<file path="src/vfd_pkg.sv">
package vfd_pkg;

	// Register byte offsets on the AHB-Lite slave
	localparam logic [11:0] VFD_OFF_BANK = 12'h0004;
	localparam logic [11:0] VFD_OFF_CTRL = 12'h0028;
	localparam logic [11:0] VFD_OFF_PTR = 12'h002C;
	localparam logic [11:0] VFD_OFF_IND = 12'h0030;
	// Direct data memory window: byte address = base + 4 * memory address
	localparam logic [1:0] VFD_DIR_TAG = 2'h2;

	// Display storage span in data memory
	localparam logic [7:0] VFD_MEM_LO = 8'h40;
	localparam logic [7:0] VFD_MEM_HI = 8'h55;
	localparam int VFD_MEM_BYTES = 22;
	localparam logic [7:0] VFD_BANK_DISP = 8'h01;

	// Control register fields and reset value
	localparam int VFD_MODE_LSB = 0;
	localparam int VFD_EN_BIT = 4;
	localparam int VFD_DIM_LSB = 5;
	localparam logic [7:0] VFD_CTRL_RESET = 8'h07;
	localparam logic [7:0] VFD_CTRL_WMASK = 8'hF7;

	// Scan geometry
	localparam int VFD_GRIDS = 11;
	localparam int VFD_SEGS = 16;
	localparam int VFD_GRID_BASE = 4;
	localparam logic [3:0] VFD_LAST_PHASE = 4'hF;
	localparam logic [1:0] VFD_PRE_LAST = 2'h3;
	localparam int VFD_DIV_BITS = 7;

	// AHB-Lite constants
	localparam logic [1:0] VFD_HRESP_OKAY = 2'h0;

	// Configuration-time options, fixed at build of the chip
	typedef struct packed {
		logic src_rtc;
		logic [2:0] div_sel;
		logic halt_keep;
	} vfd_opt_t;

	// Drive outputs toward the display
	typedef struct packed {
		logic [VFD_GRIDS-1:0] grid;
		logic [VFD_SEGS-1:0] seg;
	} vfd_drive_t;

endpackage

</file>
<file path="src/vfd_pin_sync.sv">
`timescale 1ns/100ps
// Three-stage synchroniser with agreement filter and rising-edge pulse
module vfd_pin_sync (
	input wire logic clk,
	input wire logic resetn,
	input wire logic pin_in,
	output logic rise_pulse
);
	typedef struct packed {
		logic [2:0] sync;
		logic level;
		logic rise;
	} vfd_sync_t;

	vfd_sync_t st_reg;
	vfd_sync_t st_next;

	// Level follows the pin only when stages two and three agree
	always_comb begin
		st_next = st_reg;
		st_next.sync = {st_reg.sync[1:0], pin_in};
		st_next.rise = 1'b0;
		if (st_reg.sync[1] == st_reg.sync[2]) begin
			st_next.level = st_reg.sync[2];
			st_next.rise = st_reg.sync[2] & ~st_reg.level;
		end
	end

	// State register
	always_ff @(posedge clk or negedge resetn) begin
		if (!resetn) begin
			st_reg <= '0;
		end else begin
			st_reg <= st_next;
		end
	end

	assign rise_pulse = st_reg.rise;
endmodule

</file>
<file path="src/vfd_tick_div.sv">
`timescale 1ns/100ps
// Power-of-two divider of a tick stream, ratio 2**sel
module vfd_tick_div (
	input wire logic clk,
	input wire logic resetn,
	input wire logic tick_in,
	input wire logic [2:0] sel,
	output logic tick_out
);
	typedef struct packed {
		logic [vfd_pkg::VFD_DIV_BITS-1:0] cnt;
	} vfd_div_t;

	vfd_div_t st_reg;
	vfd_div_t st_next;
	logic [vfd_pkg::VFD_DIV_BITS-1:0] mask;

	// Mask of counter bits that must all be ones
	always_comb begin
		mask = ~({vfd_pkg::VFD_DIV_BITS{1'b1}} << sel);
		st_next = st_reg;
		if (tick_in) begin
			st_next.cnt = st_reg.cnt + 1'b1;
		end
	end

	// Counter register
	always_ff @(posedge clk or negedge resetn) begin
		if (!resetn) begin
			st_reg <= '0;
		end else begin
			st_reg <= st_next;
		end
	end

	assign tick_out = tick_in & ((st_reg.cnt & mask) == mask);
endmodule

</file>
<file path="src/vfd_display_control.sv">
`timescale 1ns/100ps
// Functional notes
// - 22 display bytes at 40H-55H, bank one
// - Bank pointer one selects display, zero general
// - Display storage reached only through indirect pointer
// - Driver fetches display bytes without processor
// - One bit per segment per grid, one lights
// - Grid n uses bytes 40H+2n and 41H+2n
// - Mode field selects grid and segment counts
// - Control bit 4 enables display driving
// - Dimming field sets pulse width per slot
// - Control bit 3 always reads zero
// - Reset: 11 grids, 11 segments, 1/16, off
// - Source is RTC oscillator or system clock/4
// - Further divide by one to 128
// - Runs in halt only with option and RTC
module vfd_display_control (
	// System clock and asynchronous reset
	input wire logic clk,
	input wire logic resetn,
	// AHB-Lite slave port
	input wire logic hsel,
	input wire logic [31:0] haddr,
	input wire logic [1:0] htrans,
	input wire logic hwrite,
	input wire logic [2:0] hsize,
	input wire logic [31:0] hwdata,
	input wire logic hready,
	output logic hreadyout,
	output logic [31:0] hrdata,
	output logic [1:0] hresp,
	// Build options and chip state
	input wire vfd_pkg::vfd_opt_t options,
	input wire logic halt,
	input wire logic rtc_osc,
	// Display drive, high active
	output logic [vfd_pkg::VFD_GRIDS-1:0] grid_outputs,
	output logic [vfd_pkg::VFD_SEGS-1:0] segment_outputs
);
	// Whole state of the block
	// One register holds it all but the synchroniser and divider flops; the next value comes from one process
	typedef struct packed {
		// Display control register image
		logic [7:0] ctrl;
		// Bank pointer; one routes the span to display storage
		logic [7:0] bank;
		// Indirect memory pointer
		logic [7:0] ptr;
		// Display storage bytes, index 0 is the lowest span address
		logic [vfd_pkg::VFD_MEM_BYTES-1:0][7:0] disp;
		// General purpose bytes that share the span addresses
		logic [vfd_pkg::VFD_MEM_BYTES-1:0][7:0] gen;
		// Write data phase follows next cycle
		logic wr_pend;
		// Address captured for that data phase
		logic [11:0] wr_addr;
		// Read data held until the next read
		logic [31:0] rdata;
		// Divide-by-four prescaler of the system clock
		logic [1:0] pre;
		// Sixteenth of the current grid slot
		logic [3:0] phase;
		// Grid now being scanned
		logic [3:0] grid;
		// Segment bits fetched for that grid
		logic [15:0] word;
		// Registered drive toward the pins
		vfd_pkg::vfd_drive_t drive;
	} vfd_state_t;

	vfd_state_t st_reg;
	vfd_state_t st_next;

	// Tick chain signals
	// Filtered rising edge of the oscillator pin
	logic rtc_rise;
	// Selected source tick, before the option divider
	logic src_tick;
	// Tick that steps the scan phase
	logic drv_tick;
	// Scan allowed by enable and halt state
	logic running;

	// Bus request qualification
	// Read address phase on the bus, ready or not
	logic req_rd;
	// Address phase taken at this edge
	logic accept;

	// Decoded control fields
	// Grid and segment mode
	logic [2:0] mode;
	// Dimming code
	logic [2:0] dim;
	// Display drive enable bit
	logic enable;
	// Number of grids in the scan
	logic [3:0] grid_count;
	// Lit phases per slot
	logic [3:0] width;
	// Segments used in this mode
	logic [15:0] seg_mask;

	// RTC oscillator pin into the system clock domain
	// Three flops and an agreement filter reject one-clock glitches on the pin
	vfd_pin_sync u_rtc_sync (
		.clk(clk),
		.resetn(resetn),
		.pin_in(rtc_osc),
		.rise_pulse(rtc_rise)
	);

	// Source select: RTC edges or every fourth system clock
	// The pin edge arrives a few clocks late through the synchroniser,
	// which only shifts the scan and never changes its rate
	always_comb begin
		if (options.src_rtc) begin
			src_tick = rtc_rise;
		end else begin
			src_tick = (st_reg.pre == vfd_pkg::VFD_PRE_LAST);
		end
	end

	// Option divider between source and scan logic
	// The divider passes one source tick in every two to the power of the option
	vfd_tick_div u_div (
		.clk(clk),
		.resetn(resetn),
		.tick_in(src_tick),
		.sel(options.div_sel),
		.tick_out(drv_tick)
	);

	// Field decode of the control register
	// Fields are read from the stored value, so a write shows
	// its effect from the cycle after its data phase
	always_comb begin
		// Raw fields
		mode = st_reg.ctrl[vfd_pkg::VFD_MODE_LSB +: 3];
		dim = st_reg.ctrl[vfd_pkg::VFD_DIM_LSB +: 3];
		enable = st_reg.ctrl[vfd_pkg::VFD_EN_BIT];
		// Grid count is mode plus four
		// giving four to eleven grids
		grid_count = 4'(vfd_pkg::VFD_GRID_BASE) + {1'b0, mode};
		// Segment count per mode; unused high segments stay dark
		// Modes below three use all sixteen segments
		case (mode)
			3'h3: seg_mask = 16'h7FFF;
			3'h4: seg_mask = 16'h3FFF;
			3'h5: seg_mask = 16'h1FFF;
			3'h6: seg_mask = 16'h0FFF;
			3'h7: seg_mask = 16'h07FF;
			default: seg_mask = 16'hFFFF;
		endcase
		// Lit phases out of sixteen per grid slot
		// Codes above two jump to wide pulses
		case (dim)
			3'h0: width = 4'h1;
			3'h1: width = 4'h2;
			3'h2: width = 4'h4;
			3'h3: width = 4'hA;
			3'h4: width = 4'hB;
			3'h5: width = 4'hC;
			3'h6: width = 4'hD;
			3'h7: width = 4'hE;
			default: width = 4'h1;
		endcase
	end

	// Driving runs when enabled and halt permits it
	// Halt keeps the scan only on the oscillator, as the system clock stops
	assign running = enable & (~halt | (options.halt_keep & options.src_rtc));

	// Read stalls one cycle behind a pending write so it sees the new value
	// Read request on the bus
	assign req_rd = hsel & htrans[1] & ~hwrite;
	// Wait state only for a read against a pending write
	assign hreadyout = ~(st_reg.wr_pend & req_rd);
	// Transfers are taken only while the bus is ready
	assign accept = hsel & htrans[1] & hready;
	// Every transfer ends OKAY, unmapped ones included
	assign hresp = vfd_pkg::VFD_HRESP_OKAY;
	// Read data straight from its register
	assign hrdata = st_reg.rdata;

	// True when a data memory address lies in the display span
	// Addresses outside the span never select either store
	function automatic logic in_span(input logic [7:0] a);
		in_span = (a >= vfd_pkg::VFD_MEM_LO) && (a <= vfd_pkg::VFD_MEM_HI);
	endfunction

	// Byte index inside the display span
	// Only valid when the address lies in the span
	function automatic logic [4:0] span_idx(input logic [7:0] a);
		logic [7:0] d;
		d = a - vfd_pkg::VFD_MEM_LO;
		span_idx = d[4:0];
	endfunction

	// Register read value for a bus address
	function automatic logic [31:0] bus_read(input vfd_state_t s, input logic [11:0] a);
		logic [7:0] m;
		// Unmapped addresses read as zero
		bus_read = 32'h0000_0000;
		m = a[9:2];
		if (a == vfd_pkg::VFD_OFF_BANK) begin
			// Bank pointer reads back as written
			bus_read = {24'h00_0000, s.bank};
		end else if (a == vfd_pkg::VFD_OFF_CTRL) begin
			bus_read = {24'h00_0000, s.ctrl & vfd_pkg::VFD_CTRL_WMASK};
		end else if (a == vfd_pkg::VFD_OFF_PTR) begin
			// Pointer reads back as written
			bus_read = {24'h00_0000, s.ptr};
		end else if (a == vfd_pkg::VFD_OFF_IND) begin
			// Indirect access picks display or general bytes by bank
			// A pointer outside the span reads zero
			if (in_span(s.ptr)) begin
				if (s.bank == vfd_pkg::VFD_BANK_DISP) begin
					bus_read = {24'h00_0000, s.disp[span_idx(s.ptr)]};
				end else begin
					bus_read = {24'h00_0000, s.gen[span_idx(s.ptr)]};
				end
			end
		end else if (a[11:10] == vfd_pkg::VFD_DIR_TAG) begin
			// Direct addressing only ever reaches general memory
			// so display storage stays out of reach of plain moves
			if (in_span(m)) begin
				bus_read = {24'h00_0000, s.gen[span_idx(m)]};
			end
		end
	endfunction

	// Next state
	always_comb begin
		logic [7:0] wb;
		logic [7:0] dm;
		logic [4:0] lo_idx;
		logic [3:0] nxt_grid;
		// Only the low byte of the write data is used
		wb = hwdata[7:0];
		// Data memory address of a direct write
		dm = st_reg.wr_addr[9:2];
		lo_idx = 5'h00;
		nxt_grid = 4'h0;
		st_next = st_reg;

		// System clock prescaler for the divided source
		st_next.pre = st_reg.pre + 2'h1;

		// Write data phase
		// The register picked in the address phase takes the byte now
		if (st_reg.wr_pend) begin
			if (st_reg.wr_addr == vfd_pkg::VFD_OFF_BANK) begin
				// Bank pointer
				st_next.bank = wb;
			end else if (st_reg.wr_addr == vfd_pkg::VFD_OFF_CTRL) begin
				// Control, bit three dropped
				st_next.ctrl = wb & vfd_pkg::VFD_CTRL_WMASK;
			end else if (st_reg.wr_addr == vfd_pkg::VFD_OFF_PTR) begin
				// Indirect pointer
				st_next.ptr = wb;
			end else if (st_reg.wr_addr == vfd_pkg::VFD_OFF_IND) begin
				// Indirect write lands in display storage only in bank one
				if (in_span(st_reg.ptr)) begin
					if (st_reg.bank == vfd_pkg::VFD_BANK_DISP) begin
						st_next.disp[span_idx(st_reg.ptr)] = wb;
					end else begin
						st_next.gen[span_idx(st_reg.ptr)] = wb;
					end
				end
			end else if (st_reg.wr_addr[11:10] == vfd_pkg::VFD_DIR_TAG) begin
				// Direct write cannot touch display storage
				// even while the bank pointer is one
				if (in_span(dm)) begin
					st_next.gen[span_idx(dm)] = wb;
				end
			end
		end

		// Address phase capture
		// A read is never taken while a write is pending, see the stall
		if (accept) begin
			st_next.wr_pend = hwrite;
			st_next.wr_addr = haddr[11:0];
			if (!hwrite) begin
				st_next.rdata = bus_read(st_reg, haddr[11:0]);
			end
		end else if (st_reg.wr_pend) begin
			st_next.wr_pend = 1'b0;
		end

		// Scan sequencer
		// Phase counts sixteenths of a slot; the grid steps at phase fifteen
		if (!enable) begin
			// Idle: park on grid zero with its bytes preloaded
			// so the first slot after enable shows the right segments
			st_next.phase = 4'h0;
			st_next.grid = 4'h0;
			st_next.word = {st_reg.disp[1], st_reg.disp[0]};
		end else if (running && drv_tick) begin
			// One phase per driver tick
			st_next.phase = st_reg.phase + 4'h1;
			if (st_reg.phase == vfd_pkg::VFD_LAST_PHASE) begin
				// Advance to the next grid and fetch its two bytes
				// Memory updates made mid-slot appear from the next slot
				if (st_reg.grid + 4'h1 >= grid_count) begin
					nxt_grid = 4'h0;
				end else begin
					nxt_grid = st_reg.grid + 4'h1;
				end
				st_next.grid = nxt_grid;
				// Low byte of grid n sits at twice n in the span
				lo_idx = 5'({nxt_grid, 1'b0});
				st_next.word = {st_reg.disp[lo_idx + 5'h01], st_reg.disp[lo_idx]};
			end
		end

		// Drive outputs: active grid and its segments while in the lit part
		// Cleared every cycle so a halt or disable blanks the pins at the next clock edge
		st_next.drive = '0;
		if (running && (st_reg.phase < width)) begin
			st_next.drive.grid = {{(vfd_pkg::VFD_GRIDS-1){1'b0}}, 1'b1} << st_reg.grid;
			st_next.drive.seg = st_reg.word & seg_mask;
		end
	end

	// State register; control comes up as 11/11, 1/16, disabled
	// All other state, memories included, clears to zero
	always_ff @(posedge clk or negedge resetn) begin
		if (!resetn) begin
			st_reg <= '0;
			st_reg.ctrl <= vfd_pkg::VFD_CTRL_RESET;
		end else begin
			st_reg <= st_next;
		end
	end

	// Drive pins come straight from the state flip-flops
	// so they never glitch between grids
	assign grid_outputs = st_reg.drive.grid;
	assign segment_outputs = st_reg.drive.seg;
endmodule

</file>
<file path="config.mk">
export PLATFORM = sky130hd
export DESIGN_NAME = vfd_display_control
export DESIGN_NICKNAME = d
export VERILOG_FILES = /design/src/vfd_pkg.sv /design/src/vfd_pin_sync.sv /design/src/vfd_tick_div.sv /design/src/vfd_display_control.sv
export SDC_FILE = /design/constraint.sdc
export NUM_CORES = 1
export LEC_CHECK = 0
export ABC_AREA = 1
export BUFFER_PORTS_ARGS = -buffer_cell sky130_fd_sc_hd__buf_2
export CORE_MARGIN = 2
export CORE_UTILIZATION = 50
export CTS_CLUSTER_DIAMETER = 60
export DETAILED_ROUTE_END_ITERATION = 10
export HOLD_SLACK_MARGIN = 0.1
export PLACE_DENSITY = 0.65
export SLEW_MARGIN = 20
export SYNTH_ARGS = -nofsm -noshare
export SYNTH_HDL_FRONTEND = slang
export SYNTH_HIERARCHICAL = 1
export SYNTH_SLANG_ARGS = --single-unit
</file>
<file path="constraint.sdc">
create_clock -name clk -period 4.35 [get_ports clk]
set_input_delay 0.435 -clock clk [delete_from_list [all_inputs] [get_ports clk]]
set_output_delay 0.435 -clock clk [all_outputs]
set_load 0.01 [all_outputs]
</file>
==> flow_metrics.tcl, run 1 <==
set metrics [dict create \
    r2r_end "st_reg[32]" \
    crit_buf_inv 2 \
    hold_path.class "in2reg" \
    cts-root-buf "clkbuf_16" \
    final.setup.tns_ns 0 \
    whs_ns 0.116 \
    dieArea_um2 54500 \
    grt-ovfl-total 0 \
    dpl.cell_count 4314 \
    slowest_stage "dfrtp_1" \
    setup_slack_ns 1.06 \
    place_ws_ns 1.07 \
    die_h_um 233 \
    num_vias 24300 \
    netlist_area_um2 26300 \
    yosysWarnings 6 \
    hold_violations 0 \
    areaGrowthSynthToFinish_pct 9.31 \
    rows 84 \
    synth_seq_cells 461 \
    rsz0062_at_grt "false" \
    wire_per_inst_um 19.6 \
    gp_congestion 0.948 \
    final_nets 3794 \
    whs_path_depth 3 \
    drv_slew 0 \
    drive_above_1_share_pct 8.03 \
    initial_core_util_pct 50.3 \
    crit_path_start_kind "flop" \
    syn_avg_cell_area_um2 7.05 \
    reg2reg_from "st_reg[43]" \
    ys.flop_type "dfrtp_1" \
    cts_resized 0 \
    path_max_fanout 17 \
    grt_pass1_vias 22500 \
    grt_pass1_wl_um 134000 \
    final_antenna_net_count 0 \
    min_to "st_reg[94]" \
    reg2reg_setup_slack_ns 1.06 \
    leakagePower_nw 16.0 \
    cap_violations 0 \
    place.port_buffers 68 \
    placed_area_um2 26900 \
    clk_path_buf_depth 3 \
    clkSinkCount 461 \
    drtIter0Drc 2652 \
    cp_num_cells 14 \
    ir_drop_v 0.000503 \
    h-tree-depth 2 \
    worstPathArrival_ns 3.85 \
    crit_type "reg2reg" \
    drcViolationCount 0 \
    clock_latency_ns 0.62 \
    slew_headroom_pct 24.1 \
    min-delay-start "haddr[9]" \
    path_clk_slew_ns 0.06 \
    cp_data_required_time_ns 4.90 \
    hpwl_um 55900 \
    finalInstanceArea_um2 28800 \
    vias_per_cell 5.49 \
    cts_buffers 53 \
    cp_top_family "simple AND/OR/NAND/NOR gates" \
    max_clock_freq_ghz 0.304 \
    die-width_um 233 \
    clock-skew-final_ns 0.0267 \
    seq_area_frac_synth_pct 43.8 \
    insertedDiodeCount 0 \
    tritoncts "done" \
    ys_types 52 \
    coreArea_um2 52300 \
    tightest_slew_ns 1.14 \
    ios 143 \
    fin_crit_sh_pct 75.7 \
    grt_max_degree 88 \
    grtUsageTotal_pct 32.2 \
    powerDensity_nw_per_um2 455 \
    first_pass_iters 6 \
    path_common_cell "nand2_1" \
    fin_cells 4422 \
    largest_reg_flops 407 \
    fin_crit_ns 3.29 \
    status "finished, final reports clean" \
    routed_wl_um 86700 \
    antenna_found_initial 0 \
    async_flop_share_pct 100 \
    synthCells 3732 \
    synth_edf_count 0 \
    end_kind "flop" \
    slowest_delay_ns 0.51 \
    rr_worst_depth 14 \
    worstPathCellList "ha_1 -> ha_1 -> inv_1 -> ha_1 -> a21oi_1 -> and2_1 -> nand2_1 -> nor2_1 -> clkinv_1 -> nand3_1 -> nand3_1 -> nand2_1 -> nand2_1 -> nand2_1" \
    setup_viol_count_final 0 \
]
[synthesized netlist by cell type, drive strengths merged, types with 2 or more instances]
master      n  area [µm²]
o22ai      15        93.8
ha         18         225
nor4        6        37.5
a21oi     108         541
nand2    1309        5050
nand4      63         424
buf       135         881
clkbuf    138         518
clkinv      9        33.8
o21ai     479        2400
nor3b       2        15.0
nor3       16         113
a211oi      2        27.5
a221oi      3        26.3
and2        2        15.0
o2111ai    23         534
o21bai      4        30.0
dfrtp     458       11500
xor2        5        43.8
mux2        3        33.8
nor2      517        1960
dfstp       3        78.8
inv       266         998
nand3     135         681
a22oi       4        30.0
o22a        2        17.5
o21a        2        15.0
[repair_timing]
action                                 in CTS  in global routing
endpoints found under the hold margin      94                  0
buffers inserted                            0                  0
hold buffers                               14                  0
[power by group]
part	internal (mW)	total (mW)	switching, mW
Combinational	1.12	3.93	2.82
Clock	2.62	4.47	1.85
Sequential	4.51	4.68	0.170
[worst reg2reg max path: stages, from the launching register on]
cell and delay, ns:
dfrtp_1 0.51, ha_1 0.28, ha_1 0.31, inv_1 0.06
ha_1 0.17, a21oi_1 0.25, and2_1 0.18, nand2_1 0.05
nor2_1 0.20, clkinv_1 0.51, nand3_1 0.25, nand3_1 0.19
nand2_1 0.11, nand2_1 0.10, nand2_1 0.07
[per-stage QoR]
stage               power (mW)  utilization, %
floorplan                 7.21               -
global placement          8.57            51.4
detailed placement        8.57            51.4
CTS                       13.0            55.0
global route              13.7            55.0
finish                    13.1            55.0
[cells by family after synthesis]
| family | Yosys count | share of synthesized area (%) |
|---|---|---|
| buf+inv | 548 | 9.23 |
| flops | 461 | 43.8 |
| other cells | 1 | 0.0142 |
| fa+ha+maj | 18 | 0.856 |
| compound gates | 645 | 14.2 |
| simple gates | 2050 | 31.5 |
| mux | 3 | 0.128 |
| xor+xnor | 6 | 0.200 |
[how the worst max path moves through the flow]
stage / end / startpoint
2_1_floorplan: st_reg[38] / st_reg[43]
3_3_place_gp: st_reg[32] / st_reg[43]
3_5_place_dp: st_reg[32] / st_reg[43]
4_1_cts: st_reg[32] / st_reg[43]
5_1_grt: st_reg[32] / st_reg[43]
6_report: st_reg[32] / st_reg[43]
[metal layers]
metal / part of all wire, % / up-vias / track usage, %
met2: 45 / 1029 / 50.8
met1: 42 / 11300 / 44.0
met4: 5.1 / 0 / 16.0
met5: 0 / - / 0
met3: 7.5 / 216 / 3.86
li1: - / 11700 / -
[placed cells by master, fill, tap and decap left out, types with 18 or more instances in the layout]
master / n
nand2_1: 1284
nor2_1: 507
dfrtp_1: 457
o21ai_0: 281
inv_1: 252
o21ai_1: 197
nand3_1: 133
a21oi_1: 108
buf_2: 67
buf_4: 66
nand4_1: 61
clkbuf_16: 55
conb_1: 26
o2111ai_4: 19
clkbuf_1: 19
ha_1: 18
[cell type report]
| type | count | area [µm²] |
|---|---|---|
| Fill cell | 5171 | 23600 |
| Multi-Input combinational cell | 2748 | 12500 |
| Sequential cell | 461 | 11500 |
| Clock buffer | 85 | 1600 |
| Timing Repair Buffer | 156 | 1150 |
| Inverter | 275 | 1030 |
| Tap cell | 688 | 861 |
| Clock inverter | 9 | 113 |
Note: power is estimated with default switching activity, not from simulation.
==> run 2, diff against run 1 <==
--- a/config.mk
+++ b/config.mk
@@ -12,7 +12,7 @@
 export CTS_CLUSTER_DIAMETER = 60
 export DETAILED_ROUTE_END_ITERATION = 10
 export HOLD_SLACK_MARGIN = 0.1
-export PLACE_DENSITY = 0.65
+export PLACE_DENSITY = 0.68
 export SLEW_MARGIN = 20
 export SYNTH_ARGS = -nofsm -noshare
 export SYNTH_HDL_FRONTEND = slang
==> constraint.sdc (replaced) <==
create_clock -name clk -period 2.7 [get_ports clk]
set_input_delay 0.27 -clock clk [delete_from_list [all_inputs] [get_ports clk]]
set_output_delay 0.27 -clock clk [all_outputs]
set_load 0.01 [all_outputs]
==> flow_metrics.tcl, run 2 (synthesis gave the netlist of run 1 again) <==
set metrics [dict create \
    dieArea_um2 54500 \
    final_cell_mix "1276 x nand2_1, 502 x nor2_1, 454 x dfrtp_1" \
    fin_crit_sh_pct 102 \
    clk_path_buf_depth 3 \
    fin_cells 4551 \
    setup_slack_ns -0.0668 \
    clock_latency_ns 0.63 \
    areaGrowthSynthToFinish_pct 18.0 \
    seqPwrFrac_pct 30.9 \
    ios 143 \
    end_kind "flop" \
    hpwl_um 59600 \
    h-tree-depth 2 \
    final.setup.tns_ns -0.459 \
    coreArea_um2 52300 \
    clkSinkCount 461 \
    hold_violations 0 \
    num_vias 25300 \
    path_max_fanout 10 \
    leakagePower_nw 17.1 \
    clock_power_share_pct 31.5 \
    drcViolationCount 0 \
    worstPathArrival_ns 3.33 \
    cap_violations 0 \
    pwr-share-comb_pct 37.6 \
    gp_congestion 0.974 \
    routed_wl_um 90500 \
    die-width_um 233 \
    clock-skew-final_ns 0.0281 \
    initial_core_util_pct 50.3 \
    dpl.cell_count 4410 \
    antenna_found_initial 0 \
    max_clock_freq_ghz 0.361 \
    whs_ns 0.149 \
    drive_above_1_share_pct 13.7 \
    p_sw_share_pct 36.5 \
    grt_max_degree 75 \
    crit_type "reg2reg" \
    internal_power_mw 15.6 \
    wire_per_inst_um 19.9 \
    first_pass_iters 6 \
    violations "setup timing" \
    tightest_slew_ns 1.03 \
    status "finished, violations left" \
    tritoncts "done" \
    die_h_um 233 \
    cts-root-buf "clkbuf_16" \
    ir_drop_v 0.000892 \
    switchingPower_mw 8.96 \
    largest_reg_flops 407 \
    postLayoutCoreUtil_pct 59.3 \
    finalInstanceArea_um2 31100 \
    cp_data_required_time_ns 3.26 \
    cts_buffers 52 \
    placed_area_um2 28000 \
    grtUsageTotal_pct 33.0 \
    final_antenna_net_count 0 \
    met2_usage_pct 52.8 \
    fin_crit_ns 2.77 \
    grt_pass1_wl_um 138000 \
    rows 84 \
    setup_viol_count_final 16 \
    rsz0062_at_grt "true" \
    vias_per_cell 5.56 \
    hold_path.class "in2reg" \
    drtIter0Drc 3086 \
    crit_path_start_kind "flop" \
    use_met1_pct 44.2 \
    final_nets 3919 \
    drv_slew 0 \
    place.port_buffers 68 \
    grt_pass1_vias 23300 \
    slew_headroom_pct 31.1 \
    final_common_cell "nand2_1" \
    powerDensity_nw_per_um2 791 \
    top_usage_layer "met2" \
    grt-ovfl-total 0 \
    path_clk_slew_ns 0.06 \
    grt_use_met3_pct 4.68 \
    insertedDiodeCount 0 \
]
==> run 2: changes by cell type in the layout (fill, tap and decap cells not counted), moves of 6 or more <==
cell / delta
buf_12: +33
buf_6: +8
nand3_2: +45
nand3_1: -49
nand2_1: -8
o21ai_1: +13
o21ai_2: +16
clkbuf_1: -12
o21ai_0: -29
buf_4: +65
dlygate4sd3_1: +6
==> run 2: worst paths after layout <==
check | from | endpoint | slack [ns] | depth (start not counted)
setup / recovery | st_reg[43] | st_reg[27] | -0.07 | 15
hold / removal | hready | st_reg[97] | 0.15 | 4
setup reg to reg | st_reg[43] | st_reg[27] | -0.07 | 15
hold reg to reg | u_rtc_sync/st_next[3] | u_rtc_sync/st_next[4] | 0.35 | 0
max in group asynchronous | resetn | st_reg[123] | 1.60 | 3
min in group asynchronous | resetn | u_div/st_reg[1] | 0.22 | 2
==> run 2: layout make-up <==
| class | count | area [µm²] |
|---|---|---|
| sequential | 461 | 11500 |
| clock buffer | 72 | 1510 |
| timing repair buffer | 282 | 2750 |
| fill | 4836 | 21300 |
| clock inverter | 25 | 364 |
| tap | 688 | 861 |
| inverter | 275 | 1040 |
| multi-input combinational | 2748 | 13000 |
==> run 2: worst max-delay path, cell delays in order, from the launching register on <==
cell and delay [ns]:
dfrtp_2 0.45, ha_4 0.19, ha_4 0.28, inv_4 0.04, ha_4 0.25, nand4_1 0.20
nand4_1 0.23, buf_6 0.16, buf_12 0.15, buf_4 0.21, nand3_1 0.14, nand3_2 0.11
nand3_1 0.11, nand2_1 0.08, nand2_1 0.05, nand2_1 0.05
==> run 2: power by group through the flow <==
stage          clock network [mW]  logic (mW)  registers, mW
6_report                     7.74        9.24           7.60
5_1_grt                      8.09        9.80           7.63
4_1_cts                      7.80        7.38           7.58
3_5_place_dp                    0        6.91           7.70
3_3_place_gp                    0        6.90           7.70
2_1_floorplan                   0        4.22           7.57
==> run 2: repair_timing <==
action | in CTS | in global routing
buffers inserted | 2 | 13
gates resized for setup | 31 | 127
endpoints found under the hold margin | 87 | 0
endpoints found under the setup margin | 16 | 104
hold buffers | 20 | 0
pin swaps | 18 | 38
gates cloned | 1 | 8
==> run 2: per-layer routing <==
layer  up-vias  wire, µm  part of all wire [%]
met5         -         0                     0
met4         0      4850                   5.4
met3       256      7580                   8.4
met2      1251     41100                    45
met1     11800     37000                    41
li1      12000         -                     -
==> run 2: stage by stage <==
step                total power, mW  setup slack (ns)
CTS                            22.8           -0.0256
finish                         24.6           -0.0668
detailed placement             14.6            -0.214
floorplan                      11.8           0.00516
global route                   25.5            -0.158
global placement               14.6            -0.172
